`src/logic/afi_regs.vh`:
```
// Register map, field positions, reset values and timing counts of the sample buffer block
// Functional notes
// - Pins active high; low when invert bit set
// - Enabled interrupts only, routed by pin-select bits
// - Latched events; data or cause read clears
// - New-sample flag follows unread fresh data
// - Motion flag when magnitude exceeds threshold
// - Stillness flag after below-threshold time expires
// - Watermark when count equals samples field
// - Overrun: overwrite in bypass, full otherwise
// - 32-level buffer, four modes by field
// - Bypass keeps buffer empty and idle
// - First-in first-out mode stops when full
// - Stream mode keeps newest 32 samples
// - Trigger keeps last n, then first-in first-out
// - One trigger only until bypass rearms
// - Data reads return oldest buffered sample
// - Single-byte read drops rest of sample
// - Read ends at 0x37 to 0x38 or deselect
`ifndef AFI_REGS_VH
`define AFI_REGS_VH

`define AFI_ADDR_W            6
`define AFI_OFS_MOTION_THRESH 6'h24
`define AFI_OFS_STILL_THRESH  6'h25
`define AFI_OFS_STILL_TIME    6'h26
`define AFI_OFS_IRQ_ENABLES   6'h2e
`define AFI_OFS_IRQ_PIN_SEL   6'h2f
`define AFI_OFS_IRQ_CAUSE     6'h30
`define AFI_OFS_OUT_FORMAT    6'h31
`define AFI_OFS_READOUT_FIRST 6'h32
`define AFI_OFS_READOUT_LAST  6'h37
`define AFI_OFS_BUF_CONTROL   6'h38
`define AFI_OFS_BUF_FILL      6'h39

`define AFI_BIT_DATA_READY    7
`define AFI_BIT_MOTION        4
`define AFI_BIT_STILLNESS     3
`define AFI_BIT_WATERMARK     1
`define AFI_BIT_OVERRUN       0
`define AFI_IRQ_MASK          8'h9b
`define AFI_BIT_INVERT        5
`define AFI_BIT_TRIG_PIN      5
`define AFI_BIT_FILL_TRIG     7

`define AFI_RST_BYTE          8'h00

`define AFI_MODE_BYPASS       2'h0
`define AFI_MODE_FIFO         2'h1
`define AFI_MODE_STREAM       2'h2
`define AFI_MODE_TRIGGER      2'h3

`define AFI_DEPTH             6'h20
`define AFI_SAMPLE_W          48

`define AFI_CLK_PERIOD_NS     100
`define AFI_SECOND_NS         1000000000
`define AFI_TICKS_PER_SEC     (`AFI_SECOND_NS / `AFI_CLK_PERIOD_NS)
`define AFI_POP_DELAY_NS      5000
`define AFI_POP_DELAY_CYC     (`AFI_POP_DELAY_NS / `AFI_CLK_PERIOD_NS)

`endif

```
`src/logic/afi_top.v`:
```
// Sample buffer, event latching and interrupt pin logic of the three-axis sensor
`timescale 1ns/1ps
`include "afi_regs.vh"
module afi_top #(
  parameter TICKS_PER_SEC = `AFI_TICKS_PER_SEC
) (
  input  wire                   sys_clk_i,
  input  wire                   reset_i,
  input  wire [`AFI_ADDR_W-1:0] reg_addr_i,
  input  wire                   reg_wr_i,
  input  wire                   reg_rd_i,
  input  wire [7:0]             reg_wdata_i,
  input  wire                   chip_select_n_i,
  output reg  [7:0]             reg_rdata_o,
  input  wire                   sample_valid_i,
  input  wire [15:0]            sample_x_i,
  input  wire [15:0]            sample_y_i,
  input  wire [15:0]            sample_z_i,
  input  wire [7:0]             accel_mag_i,
  output reg                    irq_pin_one_o,
  output reg                    irq_pin_two_o
);
  function is_readout;
    input [`AFI_ADDR_W-1:0] a;
    begin
      is_readout = (a >= `AFI_OFS_READOUT_FIRST) && (a <= `AFI_OFS_READOUT_LAST);
    end
  endfunction

  reg  [7:0]  motion_threshold;
  reg  [7:0]  stillness_threshold;
  reg  [7:0]  stillness_time;
  reg  [7:0]  irq_enables;
  reg  [7:0]  irq_pin_select;
  reg  [7:0]  output_format;
  reg  [7:0]  buffer_control;
  reg  [47:0] sample_readout;
  reg         readout_fresh;
  reg         in_data_read;
  reg  [`AFI_ADDR_W-1:0] last_rd_addr;
  reg         motion_flag;
  reg         stillness_flag;
  reg         watermark_flag;
  reg         overrun_flag;
  reg         triggered;
  reg         trig_level_q;
  reg  [31:0] tick_cnt;
  reg  [8:0]  still_secs;
  reg  [7:0]  next_rdata;

  wire [1:0]  mode = buffer_control[7:6];
  wire [4:0]  samples_n = buffer_control[4:0];
  wire        bypass = (mode == `AFI_MODE_BYPASS);
  wire [47:0] incoming = {sample_z_i, sample_y_i, sample_x_i};
  wire [47:0] buf_head;
  wire [5:0]  buf_count;
  wire        buf_full = (buf_count == `AFI_DEPTH);
  wire        buf_empty = (buf_count == 6'h00);

  wire        cause_read = reg_rd_i && reg_addr_i == `AFI_OFS_IRQ_CAUSE;
  wire        ctl_write = reg_wr_i && reg_addr_i == `AFI_OFS_BUF_CONTROL;
  wire        to_bypass = ctl_write && reg_wdata_i[7:6] == `AFI_MODE_BYPASS;
  // Leaving a burst through the control register or dropping select closes the read
  wire        read_end = in_data_read && (chip_select_n_i || (reg_rd_i
                && reg_addr_i == `AFI_OFS_BUF_CONTROL
                && last_rd_addr == `AFI_OFS_READOUT_LAST));
  // Refill only while no burst is in flight so the bytes of one sample stay together
  wire        pop_now = !bypass && !readout_fresh && !in_data_read && !buf_empty;

  wire        capture_stop = (mode == `AFI_MODE_FIFO) || (mode == `AFI_MODE_TRIGGER && triggered);
  wire        push_now = sample_valid_i && !bypass && !(capture_stop && buf_full);
  wire        drop_oldest = push_now && buf_full;

  wire [7:0]  cause = {readout_fresh, 2'b00, motion_flag, stillness_flag, 1'b0,
                       watermark_flag, overrun_flag};
  wire [7:0]  active = cause & irq_enables & `AFI_IRQ_MASK;
  wire        lvl_one = |(active & ~irq_pin_select);
  wire        lvl_two = |(active & irq_pin_select);
  wire        trig_level = buffer_control[`AFI_BIT_TRIG_PIN] ? lvl_two : lvl_one;
  wire        trig_event = mode == `AFI_MODE_TRIGGER && !triggered && trig_level
                           && !trig_level_q;

  afi_buffer u_buffer (
    .sys_clk_i (sys_clk_i),
    .reset_i   (reset_i),
    .clear_i   (bypass || to_bypass),
    .push_i    (push_now),
    .pop_i     (pop_now || drop_oldest),
    .trim_i    (trig_event),
    .keep_i    (samples_n),
    .wdata_i   (incoming),
    .rdata_o   (buf_head),
    .count_o   (buf_count)
  );

  // Configuration registers
  always @(posedge sys_clk_i) begin
    if (reset_i) begin
      motion_threshold    <= `AFI_RST_BYTE;
      stillness_threshold <= `AFI_RST_BYTE;
      stillness_time      <= `AFI_RST_BYTE;
      irq_enables         <= `AFI_RST_BYTE;
      irq_pin_select      <= `AFI_RST_BYTE;
      output_format       <= `AFI_RST_BYTE;
      buffer_control      <= `AFI_RST_BYTE;
    end else if (reg_wr_i) begin
      case (reg_addr_i)
        `AFI_OFS_MOTION_THRESH: motion_threshold <= reg_wdata_i;
        `AFI_OFS_STILL_THRESH:  stillness_threshold <= reg_wdata_i;
        `AFI_OFS_STILL_TIME:    stillness_time <= reg_wdata_i;
        `AFI_OFS_IRQ_ENABLES:   irq_enables <= reg_wdata_i & `AFI_IRQ_MASK;
        `AFI_OFS_IRQ_PIN_SEL:   irq_pin_select <= reg_wdata_i & `AFI_IRQ_MASK;
        `AFI_OFS_OUT_FORMAT:    output_format <= reg_wdata_i & 8'hef;
        `AFI_OFS_BUF_CONTROL:   buffer_control <= reg_wdata_i;
        default: ;
      endcase
    end
  end

  // Data registers and the unread marker behind the new-sample flag
  always @(posedge sys_clk_i) begin
    if (reset_i) begin
      sample_readout <= 48'h000000000000;
      readout_fresh  <= 1'b0;
    end else if (bypass) begin
      if (sample_valid_i) begin
        sample_readout <= incoming;
        readout_fresh  <= 1'b1;
      end else if (read_end) begin
        readout_fresh  <= 1'b0;
      end
    end else if (pop_now) begin
      sample_readout <= buf_head;
      readout_fresh  <= 1'b1;
    end else if (read_end) begin
      readout_fresh  <= 1'b0;
    end
  end

  // Burst tracking across the data registers
  always @(posedge sys_clk_i) begin
    if (reset_i) begin
      in_data_read <= 1'b0;
      last_rd_addr <= 6'h00;
    end else begin
      if (reg_rd_i) begin
        last_rd_addr <= reg_addr_i;
      end
      if (read_end) begin
        in_data_read <= 1'b0;
      end else if (reg_rd_i && is_readout(reg_addr_i) && !chip_select_n_i) begin
        in_data_read <= 1'b1;
      end
    end
  end

  // Event flags; a fresh event in the clearing cycle wins
  always @(posedge sys_clk_i) begin
    if (reset_i) begin
      motion_flag    <= 1'b0;
      stillness_flag <= 1'b0;
      watermark_flag <= 1'b0;
      overrun_flag   <= 1'b0;
    end else begin
      if (sample_valid_i && accel_mag_i > motion_threshold) begin
        motion_flag <= 1'b1;
      end else if (cause_read) begin
        motion_flag <= 1'b0;
      end
      if (still_secs > {1'b0, stillness_time}) begin
        stillness_flag <= 1'b1;
      end else if (cause_read) begin
        stillness_flag <= 1'b0;
      end
      if (buf_count == {1'b0, samples_n}) begin
        watermark_flag <= 1'b1;
      end else if (buf_count < {1'b0, samples_n}) begin
        watermark_flag <= 1'b0;
      end
      if (bypass) begin
        if (sample_valid_i && readout_fresh) begin
          overrun_flag <= 1'b1;
        end else if (read_end) begin
          overrun_flag <= 1'b0;
        end
      end else if (buf_full) begin
        overrun_flag <= 1'b1;
      end else if (pop_now) begin
        overrun_flag <= 1'b0;
      end
    end
  end

  // Stillness timing in whole seconds; one tick count shared by all settings
  always @(posedge sys_clk_i) begin
    if (reset_i) begin
      tick_cnt   <= 32'h00000000;
      still_secs <= 9'h000;
    end else if (accel_mag_i >= stillness_threshold) begin
      tick_cnt   <= 32'h00000000;
      still_secs <= 9'h000;
    end else if (tick_cnt == TICKS_PER_SEC - 1) begin
      tick_cnt   <= 32'h00000000;
      if (still_secs != 9'h1ff) begin
        still_secs <= still_secs + 9'h001;
      end
    end else begin
      tick_cnt <= tick_cnt + 32'h00000001;
    end
  end

  // Trigger capture state; only bypass rearms it
  always @(posedge sys_clk_i) begin
    if (reset_i) begin
      triggered    <= 1'b0;
      trig_level_q <= 1'b0;
    end else begin
      trig_level_q <= trig_level;
      if (bypass || to_bypass) begin
        triggered <= 1'b0;
      end else if (trig_event) begin
        triggered <= 1'b1;
      end
    end
  end

  // Interrupt pins; both idle low after reset with the invert bit clear
  always @(posedge sys_clk_i) begin
    if (reset_i) begin
      irq_pin_one_o <= 1'b0;
      irq_pin_two_o <= 1'b0;
    end else begin
      irq_pin_one_o <= lvl_one ^ output_format[`AFI_BIT_INVERT];
      irq_pin_two_o <= lvl_two ^ output_format[`AFI_BIT_INVERT];
    end
  end

  // Read data mux
  always @* begin
    next_rdata = 8'h00;
    case (reg_addr_i)
      `AFI_OFS_MOTION_THRESH: next_rdata = motion_threshold;
      `AFI_OFS_STILL_THRESH:  next_rdata = stillness_threshold;
      `AFI_OFS_STILL_TIME:    next_rdata = stillness_time;
      `AFI_OFS_IRQ_ENABLES:   next_rdata = irq_enables;
      `AFI_OFS_IRQ_PIN_SEL:   next_rdata = irq_pin_select;
      `AFI_OFS_IRQ_CAUSE:     next_rdata = cause;
      `AFI_OFS_OUT_FORMAT:    next_rdata = output_format;
      6'h32:                  next_rdata = sample_readout[7:0];
      6'h33:                  next_rdata = sample_readout[15:8];
      6'h34:                  next_rdata = sample_readout[23:16];
      6'h35:                  next_rdata = sample_readout[31:24];
      6'h36:                  next_rdata = sample_readout[39:32];
      6'h37:                  next_rdata = sample_readout[47:40];
      `AFI_OFS_BUF_CONTROL:   next_rdata = buffer_control;
      `AFI_OFS_BUF_FILL:      next_rdata = {triggered, 1'b0, buf_count};
      default:                next_rdata = 8'h00;
    endcase
  end

  always @(posedge sys_clk_i) begin
    if (reset_i) begin
      reg_rdata_o <= 8'h00;
    end else if (reg_rd_i) begin
      reg_rdata_o <= next_rdata;
    end
  end
endmodule // afi_top

```
`src/logic/afi_buffer.v`:
```
// Flip-flop sample store of 32 three-axis entries with trim for trigger capture
`timescale 1ns/1ps
`include "afi_regs.vh"
module afi_buffer (
  input  wire                     sys_clk_i,
  input  wire                     reset_i,
  input  wire                     clear_i,
  input  wire                     push_i,
  input  wire                     pop_i,
  input  wire                     trim_i,
  input  wire [4:0]               keep_i,
  input  wire [`AFI_SAMPLE_W-1:0] wdata_i,
  output wire [`AFI_SAMPLE_W-1:0] rdata_o,
  output wire [5:0]               count_o
);
  reg [`AFI_SAMPLE_W-1:0] mem [0:31];
  reg [4:0]               wr_ptr;
  reg [4:0]               rd_ptr;
  reg [5:0]               count;
  wire                    do_push;
  wire                    do_pop;

  // A push into a full store only lands when the oldest entry leaves at once
  assign do_push = push_i && (count != `AFI_DEPTH || pop_i);
  assign do_pop  = pop_i && count != 6'h00;
  assign rdata_o = mem[rd_ptr];
  assign count_o = count;

  always @(posedge sys_clk_i) begin
    if (do_push && !clear_i && !trim_i) begin
      mem[wr_ptr] <= wdata_i;
    end
  end

  always @(posedge sys_clk_i) begin
    if (reset_i || clear_i) begin
      wr_ptr <= 5'h00;
      rd_ptr <= 5'h00;
      count  <= 6'h00;
    end else if (trim_i) begin
      if (count > {1'b0, keep_i}) begin
        rd_ptr <= wr_ptr - keep_i;
        count  <= {1'b0, keep_i};
      end
    end else begin
      if (do_push) begin
        wr_ptr <= wr_ptr + 5'h01;
      end
      if (do_pop) begin
        rd_ptr <= rd_ptr + 5'h01;
      end
      if (do_push && !do_pop) begin
        count <= count + 6'h01;
      end else if (do_pop && !do_push) begin
        count <= count - 6'h01;
      end
    end
  end
endmodule // afi_buffer

```
`config.mk`:
```
export PLATFORM = sky130hd
export DESIGN_NAME = afi_top
export DESIGN_NICKNAME = d
export VERILOG_FILES = /design/src/logic/afi_top.v /design/src/logic/afi_buffer.v
export VERILOG_INCLUDE_DIRS = /design/src /design/src/logic
export SDC_FILE = /design/constraint.sdc
export NUM_CORES = 2
export LEC_CHECK = 0
export CAP_MARGIN = 20
export CELL_PAD_IN_SITES_DETAIL_PLACEMENT = 0
export CELL_PAD_IN_SITES_GLOBAL_PLACEMENT = 1
export CORE_UTILIZATION = 56
export CTS_CLUSTER_DIAMETER = 30
export DETAILED_ROUTE_END_ITERATION = 10
export DONT_BUFFER_PORTS = 1
export HOLD_SLACK_MARGIN = 0.15
export PLACE_DENSITY = 0.83
export SYNTH_ARGS = -nofsm -noshare
export SYNTH_HDL_FRONTEND = slang
export SYNTH_HIERARCHICAL = 1
export SYNTH_SLANG_ARGS = --single-unit
```
`constraint.sdc`:
```
create_clock -name sys_clk_i -period 5.4 [get_ports sys_clk_i]
set_clock_uncertainty 0.15 [all_clocks]
set_input_delay 0.27 -clock sys_clk_i [delete_from_list [all_inputs] [get_ports sys_clk_i]]
set_output_delay 0.27 -clock sys_clk_i [all_outputs]
set_load 0.02 [all_outputs]
```
==> reports/qor.yml <==
n_fill_cell: 7008
wire_per_inst_um: 33.9
clkLatencyLatePin_ns: 0.91
die_y_um: 351
cts_root_buffer: "clkbuf_16"
grt_max_degree: 120
ys.flop_type: "edfxtp_1"
io_pins: 86
synth_top_area_share_pct: 67.8
post_cts_resized: 0
yosysWarnings: 6
power.leakage_nw: 26.6
via_count: 38452
ir_drop_mv: 0.384
drive_gt1_share_pct: 31.1
whs_ns: 0.164
multi_input_area_sq_um: 17500
hold_viol: 0
finalSetupTns_ns: 0
antenna_found_initial: 18
hp-start: "sample_z_i[0]"
powerDensity_nw_per_um2: 419
drtAntennaViolNets: 0
slew_headroom_pct: 25.1
power_w: 0.0352
design.die.area_sq_um: 123000
drt-pass1-iter-count: 7
rows: 127
yosysUniqueCellTypes: 69
reg2reg_to: "sample_readout[28]$_SDFFE_PP0P_"
numCtsBuffers: 323
rsz0062_at_grt: "no"
regToRegSetupSlack_ns: 1.23
routed_via_density: 6.72
setup_slack_ns: 1.23
syn_to_final_growth_pct: 23.3
stdcell_area_sq_um: 83900
outcome: "finished clean"
path_clk_slew_ns: 0.05
syn-num-nets: 3571
hold_depth: 2
dpl_cell_area_sq_um: 70600
core_area_sq_um: 120000
fmax_mhz: 240
grt_pass1_vias: 38814
start_util_pct: 56.6
syn_inst: 3442
cts.path.max_buffers: 4
pre_cts_ws_ns: 1.37
drc: 0
layout_commonest_cell: "edfxtp_1"
setup_viol: 0
ys_ff_latch: 1719
worst_ep_required_time_ns: 6.00
yosysSeqAreaShare_pct: 73.1
port_buffers: 0
slew_violations: 0
gr-total-overflow: 0
fin_crit_sh_pct: 77.1
cp.arrival_ns: 4.76
max_cap_viol_count: 0
final_cell_mix: "1,536 x edfxtp_1, 481 x mux4_2, 332 x clkbuf_16"
period_minus_slack_ns: 4.17
avgSynthCellArea_sq_um: 19.8
syn-cell-area_sq_um: 68100
fin_nets: 3992
wl_um: 194000
synth_edf_count: 1536
r2r_cells: 7
setup.worst_path.class: "reg -> reg"
async_reset_ff_share_pct: 0
tritoncts: "done"
die_w_um: 351
grt_pass1_wl_um: 279000
place_congestion: 0.866
cts_htree_levels: 5
netlist_top_cells_area: "edfxtp_1 68%, mux4_2 16%, dfxtp_1 5.4%"
track_usage_pct: 32.1
cts_sinks: 1719
dp_hpwl_um: 94100
drt_iter0_drc: 5428
regArea_sq_um: 49800
tightest_slew_ns: 1.12
endpoint_kind: "flop"
holdPathEnd: "u_buffer/mem[10][32]$_DFFE_PP_"
critPathMaxFanout: 60
cp-start-kind: "flop"
synth_top_area_cell: "edfxtp_1"
min_path_type: "in -> reg"
[cell usage after synthesis, types with 4 or more instances]
library cell,instances
nand3_1,79
edfxtp_1,1536
nand2_1,150
a222oi_1,5
or3_1,10
nand4b_1,5
xnor2_1,18
o31ai_1,4
nor3b_1,4
and3_1,13
buf_2,9
a22oi_1,22
nor4_1,8
o22ai_1,6
mux2_2,54
inv_1,40
xor2_1,26
buf_6,10
buf_1,18
clkbuf_1,124
o21ai_0,72
a311oi_1,52
buf_4,30
nor2_1,185
mux2i_1,27
o21a_1,6
a31oi_1,6
nand2b_1,6
nor3_1,22
nor2b_1,17
ha_1,51
a221oi_1,5
a21o_1,6
mux4_2,481
nand4_1,16
or2_2,5
a211oi_1,7
a21oi_1,73
dfxtp_1,183
[kinds of logic (layout without fill, tap and decap cells)]
| group | Yosys count | after routing | share of synthesized area (%) |
|---|---|---|---|
| AO/OA/AOI/OAI | 287 | 287 | 2.78 |
| XOR/XNOR | 44 | 44 | 0.566 |
| adder cells (fa/ha/maj) | 53 | 53 | 0.996 |
| buffers and inverters | 233 | 898 | 1.58 |
| flip-flops | 1719 | 1719 | 73.1 |
| multiplexers | 562 | 562 | 17.2 |
| other | 0 | 7 | 0 |
| AND/OR/NAND/NOR | 544 | 544 | 3.74 |
[how the worst max path moves through the flow]
stage	from	end	slack, ns	cells past startpoint
2_1_floorplan	u_buffer/count_o[1]$_SDFFE_PP0P_	u_buffer/mem[28][0]$_DFFE_PP_	0.67	9
3_3_place_gp	u_buffer/count_o[1]$_SDFFE_PP0P_	u_buffer/count_o[5]$_SDFFE_PP0P_	1.27	15
3_5_place_dp	u_buffer/count_o[1]$_SDFFE_PP0P_	u_buffer/count_o[5]$_SDFFE_PP0P_	1.37	15
4_1_cts	flop	sample_readout[28]$_SDFFE_PP0P_	1.30	7
5_1_grt	u_buffer/count_o[1]$_SDFFE_PP0P_	u_buffer/count_o[5]$_SDFFE_PP0P_	1.01	15
6_report	flop	sample_readout[28]$_SDFFE_PP0P_	1.23	7
[metrics by stage]
stage | utilization [%] | instances
floorplan | - | 3442
global placement | 58.7 | 4950
detailed placement | 58.7 | 4950
CTS | 69.6 | 5709
global route | 69.8 | 5722
finish | 69.8 | 5726
[state kept, by name, indices dropped and copies added, names as in the netlist, 6 cells and up, named ones only]
register	cells
stillness_time	8
last_rd_addr	6
u_buffer/count_o	6
u_buffer/mem	1536
sample_readout	48
motion_threshold	8
buffer_control	8
tick_cnt	32
reg_rdata_o	8
stillness_threshold	8
still_secs	9
output_format	7
[critical path: stages (launching register included)]
cell and delay [ns]:
dfxtp_4 0.90, buf_12 0.51, mux4_2 0.62, mux4_2 0.49, mux2_2 0.34, o21ai_0 0.11, a311oi_1 0.14, dlygate4sd3_1 0.65
[metal layers]
metal	global-route usage [%]	wire (um)	vias to the layer above
met3	8.59	24000	495
li1	-	-	15155
met5	0	66	-
met1	43.3	69400	19799
met4	13.0	7560	10
met2	50.2	93100	2993
[area by class of cell]
class	instances	share of cell area [%]
clock buffers	359	10.0
well taps	1612	2.40
multi-input cells	1490	20.8
repair buffers	288	4.42
inverters	41	0.183
diodes	7	0.0209
flip-flops and latches	1719	59.3
clock inverters	210	2.77
[what timing repair did]
| item | CTS | global route |
|---|---|---|
| hold buffers | 190 | 2 |
| hold endpoints to repair | 1702 | 4 |
| setup buffers | 0 | 0 |
[power by group]
part	total (W)	switching, W	internal (W)
Sequential	0.0145	0.0000364	0.0145
Combinational	0.000591	0.000387	0.000204
Clock	0.0200	0.00709	0.0130
(Power assumes the default switching activity.)
